==> src/adcc_pkg.sv <==
package adcc_pkg;
  // ****************************************************************
  // Register map (byte addresses) and bus
  // ****************************************************************
  localparam int ADDR_W = 5;
  localparam int DATA_W = 32;
  localparam logic [4:0] OFS_CTRL_FIRST = 5'h00;
  localparam logic [4:0] OFS_CTRL_SECOND = 5'h04;
  localparam logic [4:0] OFS_RES_HIGH = 5'h08;
  localparam logic [4:0] OFS_RES_LOW = 5'h0c;
  localparam logic [4:0] OFS_PIN_FUNC = 5'h10;
  localparam logic [4:0] OFS_IRQ_STAT = 5'h14;
  // ****************************************************************
  // Field positions
  // ****************************************************************
  localparam int C0_START = 7;
  localparam int C0_PWR = 5;
  localparam int C0_ALIGN = 4;
  localparam int C1_SRC = 5;
  localparam int C1_VREF = 3;
  localparam int C1_DIV = 0;
  localparam int PF_REF = 4;
  localparam int IRQ_FLAG = 0;
  // ****************************************************************
  // Converter constants
  // ****************************************************************
  localparam int RES_W = 12;
  localparam int CHAN_PINS = 4;
  localparam int DIV_CNT_W = 7;
  localparam logic [3:0] SAMPLE_TICKS = 4'h4;
  localparam logic [3:0] CONV_TICKS = 4'hc;
  localparam logic [4:0] TOTAL_TICKS = 5'h10;
  localparam logic [11:0] SAR_INIT = 12'h800;
  localparam logic [1:0] VREF_SUPPLY = 2'h1;
  localparam logic [1:0] REF_PIN_IS_REF = 2'h1;
  localparam logic [2:0] SRC_BANDGAP = 3'h1;
  localparam logic [2:0] SRC_SMOKE_A = 3'h2;
  localparam logic [2:0] SRC_SMOKE_B = 3'h3;
  localparam logic [2:0] SRC_LINE = 3'h4;
  localparam logic [7:0] CTRL_RESET = 8'h00;

  typedef enum logic [1:0] {ST_IDLE, ST_SAMPLE, ST_CONVERT} adcc_state_t;

  typedef struct packed {
    logic start;
    logic pwr;
    logic align;
    logic [3:0] chan;
    logic [2:0] src;
    logic [1:0] vref;
    logic [2:0] div;
  } adcc_ctrl_t;

  // One-hot pin select; codes equal to or above the pin count float
  function automatic logic [3:0] adcc_onehot4(input logic [3:0] code);
    adcc_onehot4 = 4'h0;
    if (code < 4'(CHAN_PINS)) begin
      adcc_onehot4[code[1:0]] = 1'b1;
    end
  endfunction

  // Result pair {high, low} in the chosen alignment, unused bits zero
  function automatic logic [15:0] adcc_format(input logic [11:0] d, input logic right);
    if (right) begin
      adcc_format = {4'h0, d};
    end else begin
      adcc_format = {d, 4'h0};
    end
  endfunction
endpackage

==> src/adcc_clkdiv.sv <==
`timescale 1ns/1ps
`default_nettype none
module adcc_clkdiv
  import adcc_pkg::*;
(
  // Clock and reset
  input wire logic i_mclk,
  input wire logic i_rst_n,
  // Divider code and converter clock tick
  input wire logic [2:0] i_div,
  output logic o_tick
);
  logic [DIV_CNT_W-1:0] cnt_q, cnt_d;
  logic [DIV_CNT_W-1:0] mask;
  logic tick_d;

  // ****************************************************************
  // Power-of-two divider
  // ****************************************************************
  always_comb begin
    mask = DIV_CNT_W'((8'h01 << i_div) - 8'h01);
    cnt_d = cnt_q + 7'h01;
    tick_d = ((cnt_q & mask) == mask);
  end

  // Register counter and tick
  always_ff @(posedge i_mclk or negedge i_rst_n) begin
    if (!i_rst_n) begin
      cnt_q <= 7'h00;
      o_tick <= 1'b0;
    end else begin
      cnt_q <= cnt_d;
      o_tick <= tick_d;
    end
  end

  a_div_pass_thru: assert property (@(posedge i_mclk) disable iff (!i_rst_n)
    (i_div == 3'h0 && $past(i_div) == 3'h0 && $past(i_rst_n)) |-> o_tick)
    else $error("Code 000 must tick every cycle");
  a_div_by_two: assert property (@(posedge i_mclk) disable iff (!i_rst_n)
    (o_tick && i_div == 3'h1 && $past(i_div) == 3'h1) ##1 (i_div == 3'h1)
      |-> !o_tick ##1 o_tick)
    else $error("Code 001 must tick every second cycle");
endmodule
`default_nettype wire

==> src/adcc_pinmux.sv <==
`timescale 1ns/1ps
`default_nettype none
module adcc_pinmux
  import adcc_pkg::*;
(
  // Clock and reset
  input wire logic i_mclk,
  input wire logic i_rst_n,
  // Configuration
  input wire logic [3:0] i_analog_en,
  input wire logic [1:0] i_ref_fn,
  input wire logic [3:0] i_chan,
  input wire logic [2:0] i_src,
  input wire logic [1:0] i_vref,
  // Port logic requests
  input wire logic [3:0] i_port_oe,
  input wire logic [3:0] i_port_pullhigh,
  // Pin and analog switch controls
  output logic [3:0] o_pin_oe,
  output logic [3:0] o_pin_pullhigh,
  output logic o_vref_pin_ref,
  output logic o_ref_supply,
  output logic [3:0] o_ext_connect,
  output logic [3:0] o_int_connect
);
  logic [3:0] oe_d, ph_d, ext_d, int_d;
  logic ext_src;

  // ****************************************************************
  // Pin takeover and source routing
  // ****************************************************************
  always_comb begin
    oe_d = i_port_oe & ~i_analog_en;
    ph_d = i_port_pullhigh & ~i_analog_en;
    ext_src = (i_src == 3'h0) || (i_src > SRC_LINE);
    ext_d = ext_src ? adcc_onehot4(i_chan) : 4'h0;
    int_d = 4'h0;
    case (i_src)
      SRC_BANDGAP: int_d = 4'h1;
      SRC_SMOKE_A: int_d = 4'h2;
      SRC_SMOKE_B: int_d = 4'h4;
      SRC_LINE: int_d = 4'h8;
      default: int_d = 4'h0;
    endcase
  end

  // Register the switch controls
  always_ff @(posedge i_mclk or negedge i_rst_n) begin
    if (!i_rst_n) begin
      o_pin_oe <= 4'h0;
      o_pin_pullhigh <= 4'h0;
      o_vref_pin_ref <= 1'b0;
      o_ref_supply <= 1'b0;
      o_ext_connect <= 4'h0;
      o_int_connect <= 4'h0;
    end else begin
      o_pin_oe <= oe_d;
      o_pin_pullhigh <= ph_d;
      o_vref_pin_ref <= (i_ref_fn == REF_PIN_IS_REF);
      o_ref_supply <= (i_vref == VREF_SUPPLY);
      o_ext_connect <= ext_d;
      o_int_connect <= int_d;
    end
  end

  a_pin_no_drive: assert property (@(posedge i_mclk) disable iff (!i_rst_n)
    i_analog_en[0] |=> !o_pin_oe[0])
    else $error("Analog pin still driven by port");
  a_pin_no_pull: assert property (@(posedge i_mclk) disable iff (!i_rst_n)
    i_analog_en[1] |=> !o_pin_pullhigh[1])
    else $error("Pull-high left on analog pin");
  a_ref_select: assert property (@(posedge i_mclk) disable iff (!i_rst_n)
    (i_vref == 2'h2) |=> !o_ref_supply)
    else $error("Code 10 must select reference pin");
  a_chan_float: assert property (@(posedge i_mclk) disable iff (!i_rst_n)
    (i_chan >= 4'h4) |=> (o_ext_connect == 4'h0))
    else $error("Nonexistent channel must float");
  a_src_line: assert property (@(posedge i_mclk) disable iff (!i_rst_n)
    (i_src == 3'h4) |=> (o_int_connect == 4'h8 && o_ext_connect == 4'h0))
    else $error("Line amp routing wrong");
endmodule
`default_nettype wire

==> src/adcc_top.sv <==
// Implementation choices: the placing of the registers and register access over Avalon-MM.
`timescale 1ns/1ps
`default_nettype none
module adcc_top
  import adcc_pkg::*;
(
  // Clock and reset
  input wire logic i_mclk,
  input wire logic i_rst_n,
  // Avalon-MM slave
  input wire logic [ADDR_W-1:0] i_avs_address,
  input wire logic i_avs_read,
  input wire logic i_avs_write,
  input wire logic [DATA_W-1:0] i_avs_writedata,
  input wire logic [3:0] i_avs_byteenable,
  output logic [DATA_W-1:0] o_avs_readdata,
  output logic o_avs_waitrequest,
  // Interrupt enables and converter interrupt
  input wire logic i_conv_int_en,
  input wire logic i_global_int_en,
  output logic o_conv_int,
  // Analog core
  input wire logic i_cmp_high,
  output logic o_power_enable,
  output logic o_sample,
  output logic [RES_W-1:0] o_sar_code,
  output logic o_ref_from_supply,
  output logic [3:0] o_ext_channel_connect,
  output logic [3:0] o_int_source_connect,
  // Shared pins
  input wire logic [3:0] i_port_oe,
  input wire logic [3:0] i_port_pullhigh,
  output logic [3:0] o_pin_oe,
  output logic [3:0] o_pin_pullhigh,
  output logic o_vref_pin_ref
);
  // ****************************************************************
  // Declarations
  // ****************************************************************
  // Stored control fields and pin functions
  adcc_ctrl_t ctrl_q, ctrl_d;
  logic [3:0] pin_an_q, pin_an_d;
  logic [1:0] ref_fn_q, ref_fn_d;
  // Bus handshake and read data
  logic wait_q, wait_d;
  logic [DATA_W-1:0] rdata_q, rdata_d;
  logic acc, wr_en, start_go, flag_clr;
  logic [7:0] wb;
  logic [15:0] res_pair;
  // Sequencer state, bit counter and successive-approximation code
  adcc_state_t state_q, state_d;
  logic [3:0] cnt_q, cnt_d;
  logic [RES_W-1:0] sar_q, sar_d, data_q, data_d, sar_n;
  logic busy_q, busy_d, flag_q, flag_d, int_q, int_d, samp_d, samp_q;
  logic [3:0] bitpos;
  // Converter clock tick and tick count of the running conversion
  logic tick;
  logic [4:0] ticks_q, ticks_d;

  // ****************************************************************
  // Bus slave and registers
  // ****************************************************************
  always_comb begin
    acc = i_avs_read || i_avs_write;
    wr_en = i_avs_write && !wait_q && i_avs_byteenable[0];
    wb = i_avs_writedata[7:0];
    res_pair = adcc_format(data_q, ctrl_q.align);
    ctrl_d = ctrl_q;
    pin_an_d = pin_an_q;
    ref_fn_d = ref_fn_q;
    start_go = 1'b0;
    flag_clr = 1'b0;
    // Exactly one wait state: waitrequest drops for one cycle per access
    wait_d = !(acc && wait_q);
    // Read data holds until the next read
    rdata_d = rdata_q;
    // Writes land in the cycle in which waitrequest is low
    if (wr_en) begin
      case (i_avs_address)
        OFS_CTRL_FIRST: begin
          ctrl_d.start = wb[C0_START];
          ctrl_d.pwr = wb[C0_PWR];
          ctrl_d.align = wb[C0_ALIGN];
          ctrl_d.chan = wb[3:0];
          // Start fires on the write that clears a stored start bit
          start_go = ctrl_q.start && !wb[C0_START];
        end
        OFS_CTRL_SECOND: begin
          ctrl_d.src = wb[C1_SRC +: 3];
          ctrl_d.vref = wb[C1_VREF +: 2];
          ctrl_d.div = wb[C1_DIV +: 3];
        end
        OFS_PIN_FUNC: begin
          pin_an_d = wb[3:0];
          ref_fn_d = wb[PF_REF +: 2];
        end
        OFS_IRQ_STAT: flag_clr = wb[IRQ_FLAG];
        default: ;
      endcase
    end
    // Read data is prepared in the cycle before waitrequest drops
    if (i_avs_read && wait_q) begin
      case (i_avs_address)
        OFS_CTRL_FIRST: rdata_d = {24'h0, ctrl_q.start, busy_q, ctrl_q.pwr, ctrl_q.align,
                                   ctrl_q.chan};
        OFS_CTRL_SECOND: rdata_d = {24'h0, ctrl_q.src, ctrl_q.vref, ctrl_q.div};
        OFS_RES_HIGH: rdata_d = {24'h0, res_pair[15:8]};
        OFS_RES_LOW: rdata_d = {24'h0, res_pair[7:0]};
        OFS_PIN_FUNC: rdata_d = {26'h0, ref_fn_q, pin_an_q};
        OFS_IRQ_STAT: rdata_d = {31'h0, flag_q};
        default: rdata_d = 32'h0;
      endcase
    end
  end

  // Register bus state and control fields
  always_ff @(posedge i_mclk or negedge i_rst_n) begin
    if (!i_rst_n) begin
      ctrl_q <= adcc_ctrl_t'({CTRL_RESET[7:0], 7'h00});
      pin_an_q <= 4'h0;
      ref_fn_q <= 2'h0;
      wait_q <= 1'b1;
      rdata_q <= 32'h0;
    end else begin
      ctrl_q <= ctrl_d;
      pin_an_q <= pin_an_d;
      ref_fn_q <= ref_fn_d;
      wait_q <= wait_d;
      rdata_q <= rdata_d;
    end
  end

  // ****************************************************************
  // Converter clock
  // ****************************************************************
  adcc_clkdiv u_clkdiv (
    .i_mclk(i_mclk),
    .i_rst_n(i_rst_n),
    .i_div(ctrl_q.div),
    .o_tick(tick)
  );

  // ****************************************************************
  // Conversion sequencer
  // ****************************************************************
  always_comb begin
    state_d = state_q;
    cnt_d = cnt_q;
    sar_d = sar_q;
    data_d = data_q;
    busy_d = busy_q;
    // Cleared by software; a completion in the same cycle wins below
    flag_d = flag_q && !flag_clr;
    ticks_d = ticks_q;
    // Trial code: keep or drop the bit under test on the comparator,
    // then try the next lower bit as 1
    bitpos = 4'(RES_W - 1) - cnt_q;
    sar_n = sar_q;
    sar_n[bitpos] = i_cmp_high;
    if (bitpos != 4'h0) begin
      sar_n[bitpos - 4'h1] = 1'b1;
    end
    // Converter clocks spent so far, watched by the length check
    if (busy_q && tick) begin
      ticks_d = ticks_q + 5'h01;
    end
    case (state_q)
      ST_IDLE: begin
        // Start needs a stored power enable; a start while busy is ignored
        if (start_go && ctrl_q.pwr) begin
          state_d = ST_SAMPLE;
          busy_d = 1'b1;
          cnt_d = 4'h0;
          ticks_d = 5'h00;
          sar_d = SAR_INIT;
        end
      end
      ST_SAMPLE: begin
        if (tick) begin
          if (cnt_q == SAMPLE_TICKS - 4'h1) begin
            state_d = ST_CONVERT;
            cnt_d = 4'h0;
          end else begin
            cnt_d = cnt_q + 4'h1;
          end
        end
      end
      ST_CONVERT: begin
        if (tick) begin
          sar_d = sar_n;
          if (cnt_q == CONV_TICKS - 4'h1) begin
            state_d = ST_IDLE;
            // Result, busy and request flag all move on the last decision
            data_d = sar_n;
            busy_d = 1'b0;
            flag_d = 1'b1;
          end else begin
            cnt_d = cnt_q + 4'h1;
          end
        end
      end
      default: state_d = ST_IDLE;
    endcase
    // Power-down aborts a conversion and keeps the old result
    if (!ctrl_q.pwr) begin
      state_d = ST_IDLE;
      busy_d = 1'b0;
      data_d = data_q;
    end
    // Output flags follow the next state so they line up with it
    samp_d = (state_d == ST_SAMPLE);
    int_d = flag_d && i_conv_int_en && i_global_int_en;
  end

  // Register sequencer state
  always_ff @(posedge i_mclk or negedge i_rst_n) begin
    if (!i_rst_n) begin
      state_q <= ST_IDLE;
      cnt_q <= 4'h0;
      sar_q <= 12'h000;
      data_q <= 12'h000;
      busy_q <= 1'b0;
      flag_q <= 1'b0;
      int_q <= 1'b0;
      samp_q <= 1'b0;
      ticks_q <= 5'h00;
    end else begin
      state_q <= state_d;
      cnt_q <= cnt_d;
      sar_q <= sar_d;
      data_q <= data_d;
      busy_q <= busy_d;
      flag_q <= flag_d;
      int_q <= int_d;
      samp_q <= samp_d;
      ticks_q <= ticks_d;
    end
  end

  // ****************************************************************
  // Pin takeover and analog routing
  // ****************************************************************
  adcc_pinmux u_pinmux (
    .i_mclk(i_mclk),
    .i_rst_n(i_rst_n),
    .i_analog_en(pin_an_q),
    .i_ref_fn(ref_fn_q),
    .i_chan(ctrl_q.chan),
    .i_src(ctrl_q.src),
    .i_vref(ctrl_q.vref),
    .i_port_oe(i_port_oe),
    .i_port_pullhigh(i_port_pullhigh),
    .o_pin_oe(o_pin_oe),
    .o_pin_pullhigh(o_pin_pullhigh),
    .o_vref_pin_ref(o_vref_pin_ref),
    .o_ref_supply(o_ref_from_supply),
    .o_ext_connect(o_ext_channel_connect),
    .o_int_connect(o_int_source_connect)
  );

  // Flop-driven outputs
  assign o_avs_readdata = rdata_q;
  assign o_avs_waitrequest = wait_q;
  assign o_conv_int = int_q;
  assign o_power_enable = ctrl_q.pwr;
  assign o_sample = samp_q;
  assign o_sar_code = sar_q;

  // ****************************************************************
  // Checks
  // ****************************************************************
  // Start, busy and completion
  a_start_busy: assert property (@(posedge i_mclk) disable iff (!i_rst_n)
    (start_go && ctrl_q.pwr && !busy_q) |=> busy_q)
    else $error("Busy not set after start sequence");
  a_no_start_hi: assert property (@(posedge i_mclk) disable iff (!i_rst_n)
    (!busy_q && !(start_go && ctrl_q.pwr)) |=> !busy_q)
    else $error("Conversion began without start sequence");
  a_busy_len: assert property (@(posedge i_mclk) disable iff (!i_rst_n)
    ($fell(busy_q) && ctrl_q.pwr) |-> (ticks_q == TOTAL_TICKS))
    else $error("Conversion did not take 16 converter clocks");
  a_done_flag: assert property (@(posedge i_mclk) disable iff (!i_rst_n)
    ($fell(busy_q) && ctrl_q.pwr) |-> flag_q)
    else $error("Request flag not set at completion");
  a_busy_clear: assert property (@(posedge i_mclk) disable iff (!i_rst_n)
    (state_q == ST_CONVERT && tick && cnt_q == 4'hb && ctrl_q.pwr) |=> !busy_q)
    else $error("Busy not cleared at completion");
  a_irq_gate: assert property (@(posedge i_mclk) disable iff (!i_rst_n)
    (flag_d && i_conv_int_en && i_global_int_en) |=> o_conv_int)
    else $error("Interrupt not raised");
  // Power-down and result holding
  a_off_idle: assert property (@(posedge i_mclk) disable iff (!i_rst_n)
    !ctrl_q.pwr |=> !busy_q)
    else $error("Busy while powered down");
  a_off_hold: assert property (@(posedge i_mclk) disable iff (!i_rst_n)
    !ctrl_q.pwr |=> $stable(data_q))
    else $error("Result changed while powered down");
  a_res_update: assert property (@(posedge i_mclk) disable iff (!i_rst_n)
    (data_q != $past(data_q)) |-> ($fell(busy_q) && flag_q))
    else $error("Result changed outside completion");
  // Read-time formatting
  a_align_right: assert property (@(posedge i_mclk) disable iff (!i_rst_n)
    (i_avs_read && wait_q && i_avs_address == OFS_RES_HIGH && ctrl_q.align)
      |=> (o_avs_readdata[7:4] == 4'h0))
    else $error("Unused high bits not zero");
endmodule
`default_nettype wire

==> config.mk <==
export PLATFORM = sky130hd
export DESIGN_NAME = adcc_top
export DESIGN_NICKNAME = d
export VERILOG_FILES = /design/src/adcc_pkg.sv /design/src/adcc_clkdiv.sv /design/src/adcc_pinmux.sv /design/src/adcc_top.sv
export SDC_FILE = /design/constraint.sdc
export NUM_CORES = 1
export LEC_CHECK = 0
export ABC_AREA = 1
export ABC_CLOCK_PERIOD_IN_PS = 1700
export BUFFER_PORTS_ARGS = -buffer_cell sky130_fd_sc_hd__buf_2
export CORE_MARGIN = 5
export CORE_UTILIZATION = 48
export DETAILED_ROUTE_END_ITERATION = 10
export PLACE_DENSITY = 0.83
export SKIP_LAST_GASP = 1
export SYNTH_ARGS = -nofsm -noshare
export SYNTH_HDL_FRONTEND = slang
export SYNTH_HIERARCHICAL = 1
export SYNTH_SLANG_ARGS = --single-unit
==> constraint.sdc <==
create_clock -name i_mclk -period 1.7 [get_ports i_mclk]
set_input_delay 0.255 -clock i_mclk [delete_from_list [all_inputs] [get_ports i_mclk]]
set_output_delay 0.255 -clock i_mclk [all_outputs]
set_load 0.1 [all_outputs]
After elaboration in Yosys (flattened, before gate mapping)
Cells that the tools add are included.
W data, S select, Z words.
{"block": "op_classes", "n_addsub": 5, "order_cmp": 8, "eq_ne": 25, "shifts": 1, "muxes": 41, "bitwise": 5, "n_reduce_logical": 31}
{"cell": "$pmux W8 S6", "n": 1}
{"cell": "$mux W12", "n": 3}
{"cell": "$mux W4", "n": 7}
{"cell": "$pmux W12 S2", "n": 1}
{"cell": "$mux W16", "n": 1}
{"cell": "$pmux W4 S4", "n": 1}
{"cell": "$mux W1", "n": 14}
{"cell": "$bwmux W12", "n": 1}
{"cell": "$logic_and A1 B1 Y1", "n": 12}
{"cell": "$mux W2", "n": 6}
{"cell": "$or A12 B12 Y12", "n": 1}
{"cell": "$pmux W4 S3", "n": 1}
{"cell": "$eq A5 B4 Y1 const B", "n": 2}
{"cell": "$eq A5 B5 Y1 const B", "n": 2}
{"cell": "$lt A4 B5 Y1 const B", "n": 2}
{"cell": "$and A4 B4 Y4", "n": 2}
{"cell": "$demux W1 S4", "n": 2}
{"cell": "$eq A2 B1 Y1 const B", "n": 4}
{"cell": "$ge A4 B1 Y1 const B", "n": 2}
{"cell": "$reduce_and A4 Y1", "n": 2}
{"cell": "$add A7 B1 Y7 const B", "n": 1}
{"cell": "$and A7 B7 Y7", "n": 1}
{"cell": "$eq A7 B7 Y1", "n": 1}
{"cell": "$shl A1 B3 Y7 const A", "n": 1}
{"cell": "35 further kinds", "n": 45}
{"block": "totals", "register_bits": 114, "input_bits": 56, "out_inout_bits": 66, "word_cells": 143}

Logic depth before layout (Yosys ltp)
{"block": "logic_depth", "depth_word": 11, "mapped_depth": 11, "ltp_nobuf": 9}

Modules after synthesis
Netlist, hierarchy kept.
{"module": "adcc_top", "n_inst": 1, "cells_per_inst": 512, "area_per_inst_um2": 3844.9, "seq_area_each_um2": 1602.8}
{"module": "adcc_pinmux", "n_inst": 1, "cells_per_inst": 57, "area_per_inst_um2": 616.8, "seq_area_each_um2": 450.4}
{"module": "adcc_clkdiv", "n_inst": 1, "cells_per_inst": 40, "area_per_inst_um2": 374.1, "seq_area_each_um2": 200.2}

Worst setup path before layout
OpenSTA, ideal clock, no wires.
{"block": "synth_path", "path_kind": "reg-to-reg", "startpoint": "register wait_q, in the netlist o_avs_waitrequest", "endpoint": "register rdata_q[5], in the netlist o_avs_readdata[5]", "setup_time_ns": 0.121, "arrival_ns": 1.684, "required_time_ns": 1.579, "setup_slack_ns": -0.105, "stages_incl_launch_ff": 7, "path_buffers": 1, "synth_period_minus_slack_ns": 1.805, "cell_sequence": "dfstp_2 nand2_1 inv_1 clkbuf_1 nand3_1 nor2_1 nor2_1"}
{"block": "synth_between", "elab_chain_cells": 1}
{"element": "start, declared", "line_no": "adcc_top.sv:45", "text": "logic wait_q, wait_d;"}
{"element": "start signal, assigned", "line_no": "adcc_top.sv:128", "text": "wait_q <= wait_d;"}
{"element": "$logic_and A1 B1 Y1", "line_no": "adcc_top.sv:102", "text": "if (i_avs_read && wait_q) begin"}
{"element": "end signal, assigned", "line_no": "adcc_top.sv:129", "text": "rdata_q <= rdata_d;"}
{"element": "end, declared", "line_no": "adcc_top.sv:46", "text": "logic [DATA_W-1:0] rdata_q, rdata_d;"}
No other way between the ends.
A chain may end at the register's enable or synchronous reset.

==> metrics.yaml <==
synth:
  yosysWarningCount: 6
  synth_area_um2: 4840
  synth_top_area_share_pct: 46.1
  ys_types: 35
  ys_ff_latch: 90
  syn_avg_cell_area_um2: 7.94
  ys_seq_area_share_pct: 46.6
  synth.area.top_cells: "dfrtp_1 (46%), nand2_1 (13%), inv_1 (5.5%)"
  syn_inst: 609
  yosysTopAreaCell: "dfrtp_1"
final_layout:
  final_nets: 781
  layout.cells.non_filler: 848
  final_cell_mix: "nand2_1 (166), dfrtp_1 (87), inv_1 (68), buf_2 (68), nor2_1 (59)"
  layout.cells.most_common: "nand2_1"
  diodes: 0
  area_growth_pct: 18.9
  drive_above_1_share_pct: 21.8
  utilization_pct: 58.5
placed_design:
  port_buffers: 70
  place_inst: 829
  hpwl_mm: 9.52
  gp_congestion: 0.917
sta:
  holdWs_ps: 51.8
  drv_slew: 0
  max_freq_mhz: 625
  worst_pin_slew_ps: 499
  min_period_over_period_pct: 94.1
  period_minus_slack_ps: 1600
  finalSetupViolations: 0
  rsz0062_at_grt: "true"
  hold_violations: 0
  fin_skew_ps: 6.91
  max_slew_margin_pct: 66.4
die:
  die_w_um: 110
  die_h_um: 110
  core_um2: 9820
  io_pins: 122
  die_area_um2: 12200
  initial_core_util_pct: 49.2
  num_rows: 36
cts:
  cts_tree: "yes"
  clock_latency_ps: 370
  cts_sinks: 90
  cts_buffer_depth: 2
  clk_pin_slew_worst_paths_ps: 90
  cts_buffers: 9
  clockRootBuffer: "clkbuf_8"
  htree_levels: 3
pwr:
  pwr-share-clk_pct: 28.5
  switching_share_pct: 40.1
  netSwitchingPower_w: 0.00216
  ir_drop_mv: 0.555
  total_power_w: 0.00538
  power_density_nw_per_um2: 936
  internal-power_w: 0.00323
  p_comb_share_pct: 26.6
  p_seq_share_pct: 44.9
  p_leak_nw: 3.04
critical_path:
  required_ps: 1960
  startpoint: "cnt_q[3]"
  worst-r2r-cell-count: 9
  r2r_slack_ps: 100
  startpoint_type: "flip-flop"
  worstSetupPathType: "flip-flop to flip-flop"
  reg2reg_from: "cnt_q[3]"
  cp.arrival_ps: 1860
  r2r_end: "o_sar_code[11]"
  crit_path_end_kind: "flip-flop"
  path_max_fanout: 4
  endpoint: "o_sar_code[11]"
route:
  drtIter0Drc: 300
  antenna_left: 0
  routed_wl_mm: 12.5
  routed_via_density: 5.20
  num_vias: 4410
  drt_first_pass_iters: 5
  drc: 0
  wl_per_cell_um: 14.7
global_route:
  grt_max_degree: 36
  grt_pass1_vias: 4207
  antenna_found_initial: 0
  grt_first_pass_wirelength_mm: 20.1
  grt_util_all_layers_pct: 21.4
  gr-total-overflow: 0
flow_run:
  drv_cap: 0
outcome:
  outcome: "finished clean"
min_path:
  hold_class: "input port to flip-flop"
## Yosys cell counts, drive strengths merged
master,n
nand2,171
dfrtp,89
inv,72
nor2,67
o21ai,50
nand3,40
buf,32
nand4,17
a21oi,16
ha,15
a31oi,7
clkbuf,6
nor3,6
mux2,5
xor2,5
o21bai,3
o211ai,2
a21boi,1
conb,1
dfstp,1
nor4,1
o2111ai,1
o211a,1
## what timing repair did
action / 4_1_cts / 5_1_grt
hold endpoints to repair: 32 / 0
endpoints found under the setup margin: 1 / 32
buffers inserted: 0 / 2
gates resized for setup: 1 / 17
hold buffers: 1 / 0
pin swaps: 0 / 2
## sequential cells by signal (all words and copies together), names as in the netlist, 4 cells and up
name                     flops
ctrl_q                      14
data_q                      12
o_sar_code                  12
o_avs_readdata               8
u_clkdiv/cnt_q               7
cnt_q                        4
pin_an_q                     4
u_pinmux/o_ext_connect       4
u_pinmux/o_int_connect       4
u_pinmux/o_pin_oe            4
u_pinmux/o_pin_pullhigh      4
## stage by stage
stage | worst slack [ps] | setup TNS, ps | cell area, um2
3_3_place_gp | 97.8 | 0 | 5470
4_1_cts | 8.18 | 0 | 5690
2_1_floorplan | 0.725 | 0 | 4930
3_5_place_dp | 41.4 | 0 | 5470
6_report | 100 | 0 | 5750
5_1_grt | -18.2 | -51.1 | 5750
## power groups by stage
stage	logic [W]	clock network, W	registers, W
3_3_place_gp	0.00140	0	0.00245
5_1_grt	0.00151	0.00167	0.00244
2_1_floorplan	0.000542	0	0.00307
6_report	0.00143	0.00153	0.00242
4_1_cts	0.00143	0.00157	0.00241
3_5_place_dp	0.00142	0	0.00245
## critical path, stage by stage (launching register included)
cell and delay (ps):
dfrtp_1 400, inv_1 160, ha_1 270, nand2_1 90
nand2_1 60, o21ai_0 70, inv_1 70, nand2_1 90
nor2_1 180, o21ai_1 90
## routing by layer
layer  part of all wire [%]  GRT usage [%]
met5                      0              0
met4                    3.2           8.62
met3                    7.8           4.25
met2                     46           36.0
met1                     42           27.0
## worst min path at each step
stage                     startpoint              endpoint  slack (ps)  cells past startpoint
final                     i_avs_read     o_avs_waitrequest          50                      2
after detailed placement     i_rst_n  u_pinmux/o_pin_oe[1]         230                      1
after CTS                 i_avs_read     o_avs_waitrequest          40                      2
after global routing      i_avs_read     o_avs_waitrequest          50                      2
after floorplan              i_rst_n                busy_q         -40                      0
after global placement       i_rst_n  u_pinmux/o_pin_oe[2]         220                      1
## cell families (layout without fill, tap and decap cells)
kind of cell / Yosys count / after routing / share of synthesized area, %
multiplexers: 5 / 5 / 1.40
XOR/XNOR: 5 / 5 / 0.906
adder cells (fa/ha/maj): 15 / 15 / 3.88
buffers and inverters: 110 / 193 / 10.9
other: 1 / 24 / 0.0775
flip-flops: 90 / 90 / 46.6
AO/OA/AOI/OAI: 81 / 81 / 9.06
AND/OR/NAND/NOR: 302 / 302 / 27.2
## final cells by class
type | count | area, um2
sequential | 90 | 2260
clock buffer | 9 | 124
tap | 133 | 166
timing repair buffer | 105 | 658
multi-input combinational | 432 | 2190
clock inverter | 7 | 82.6
fill | 898 | 4070
inverter | 72 | 273
No activity file was read; power rests on OpenSTA's default activity.
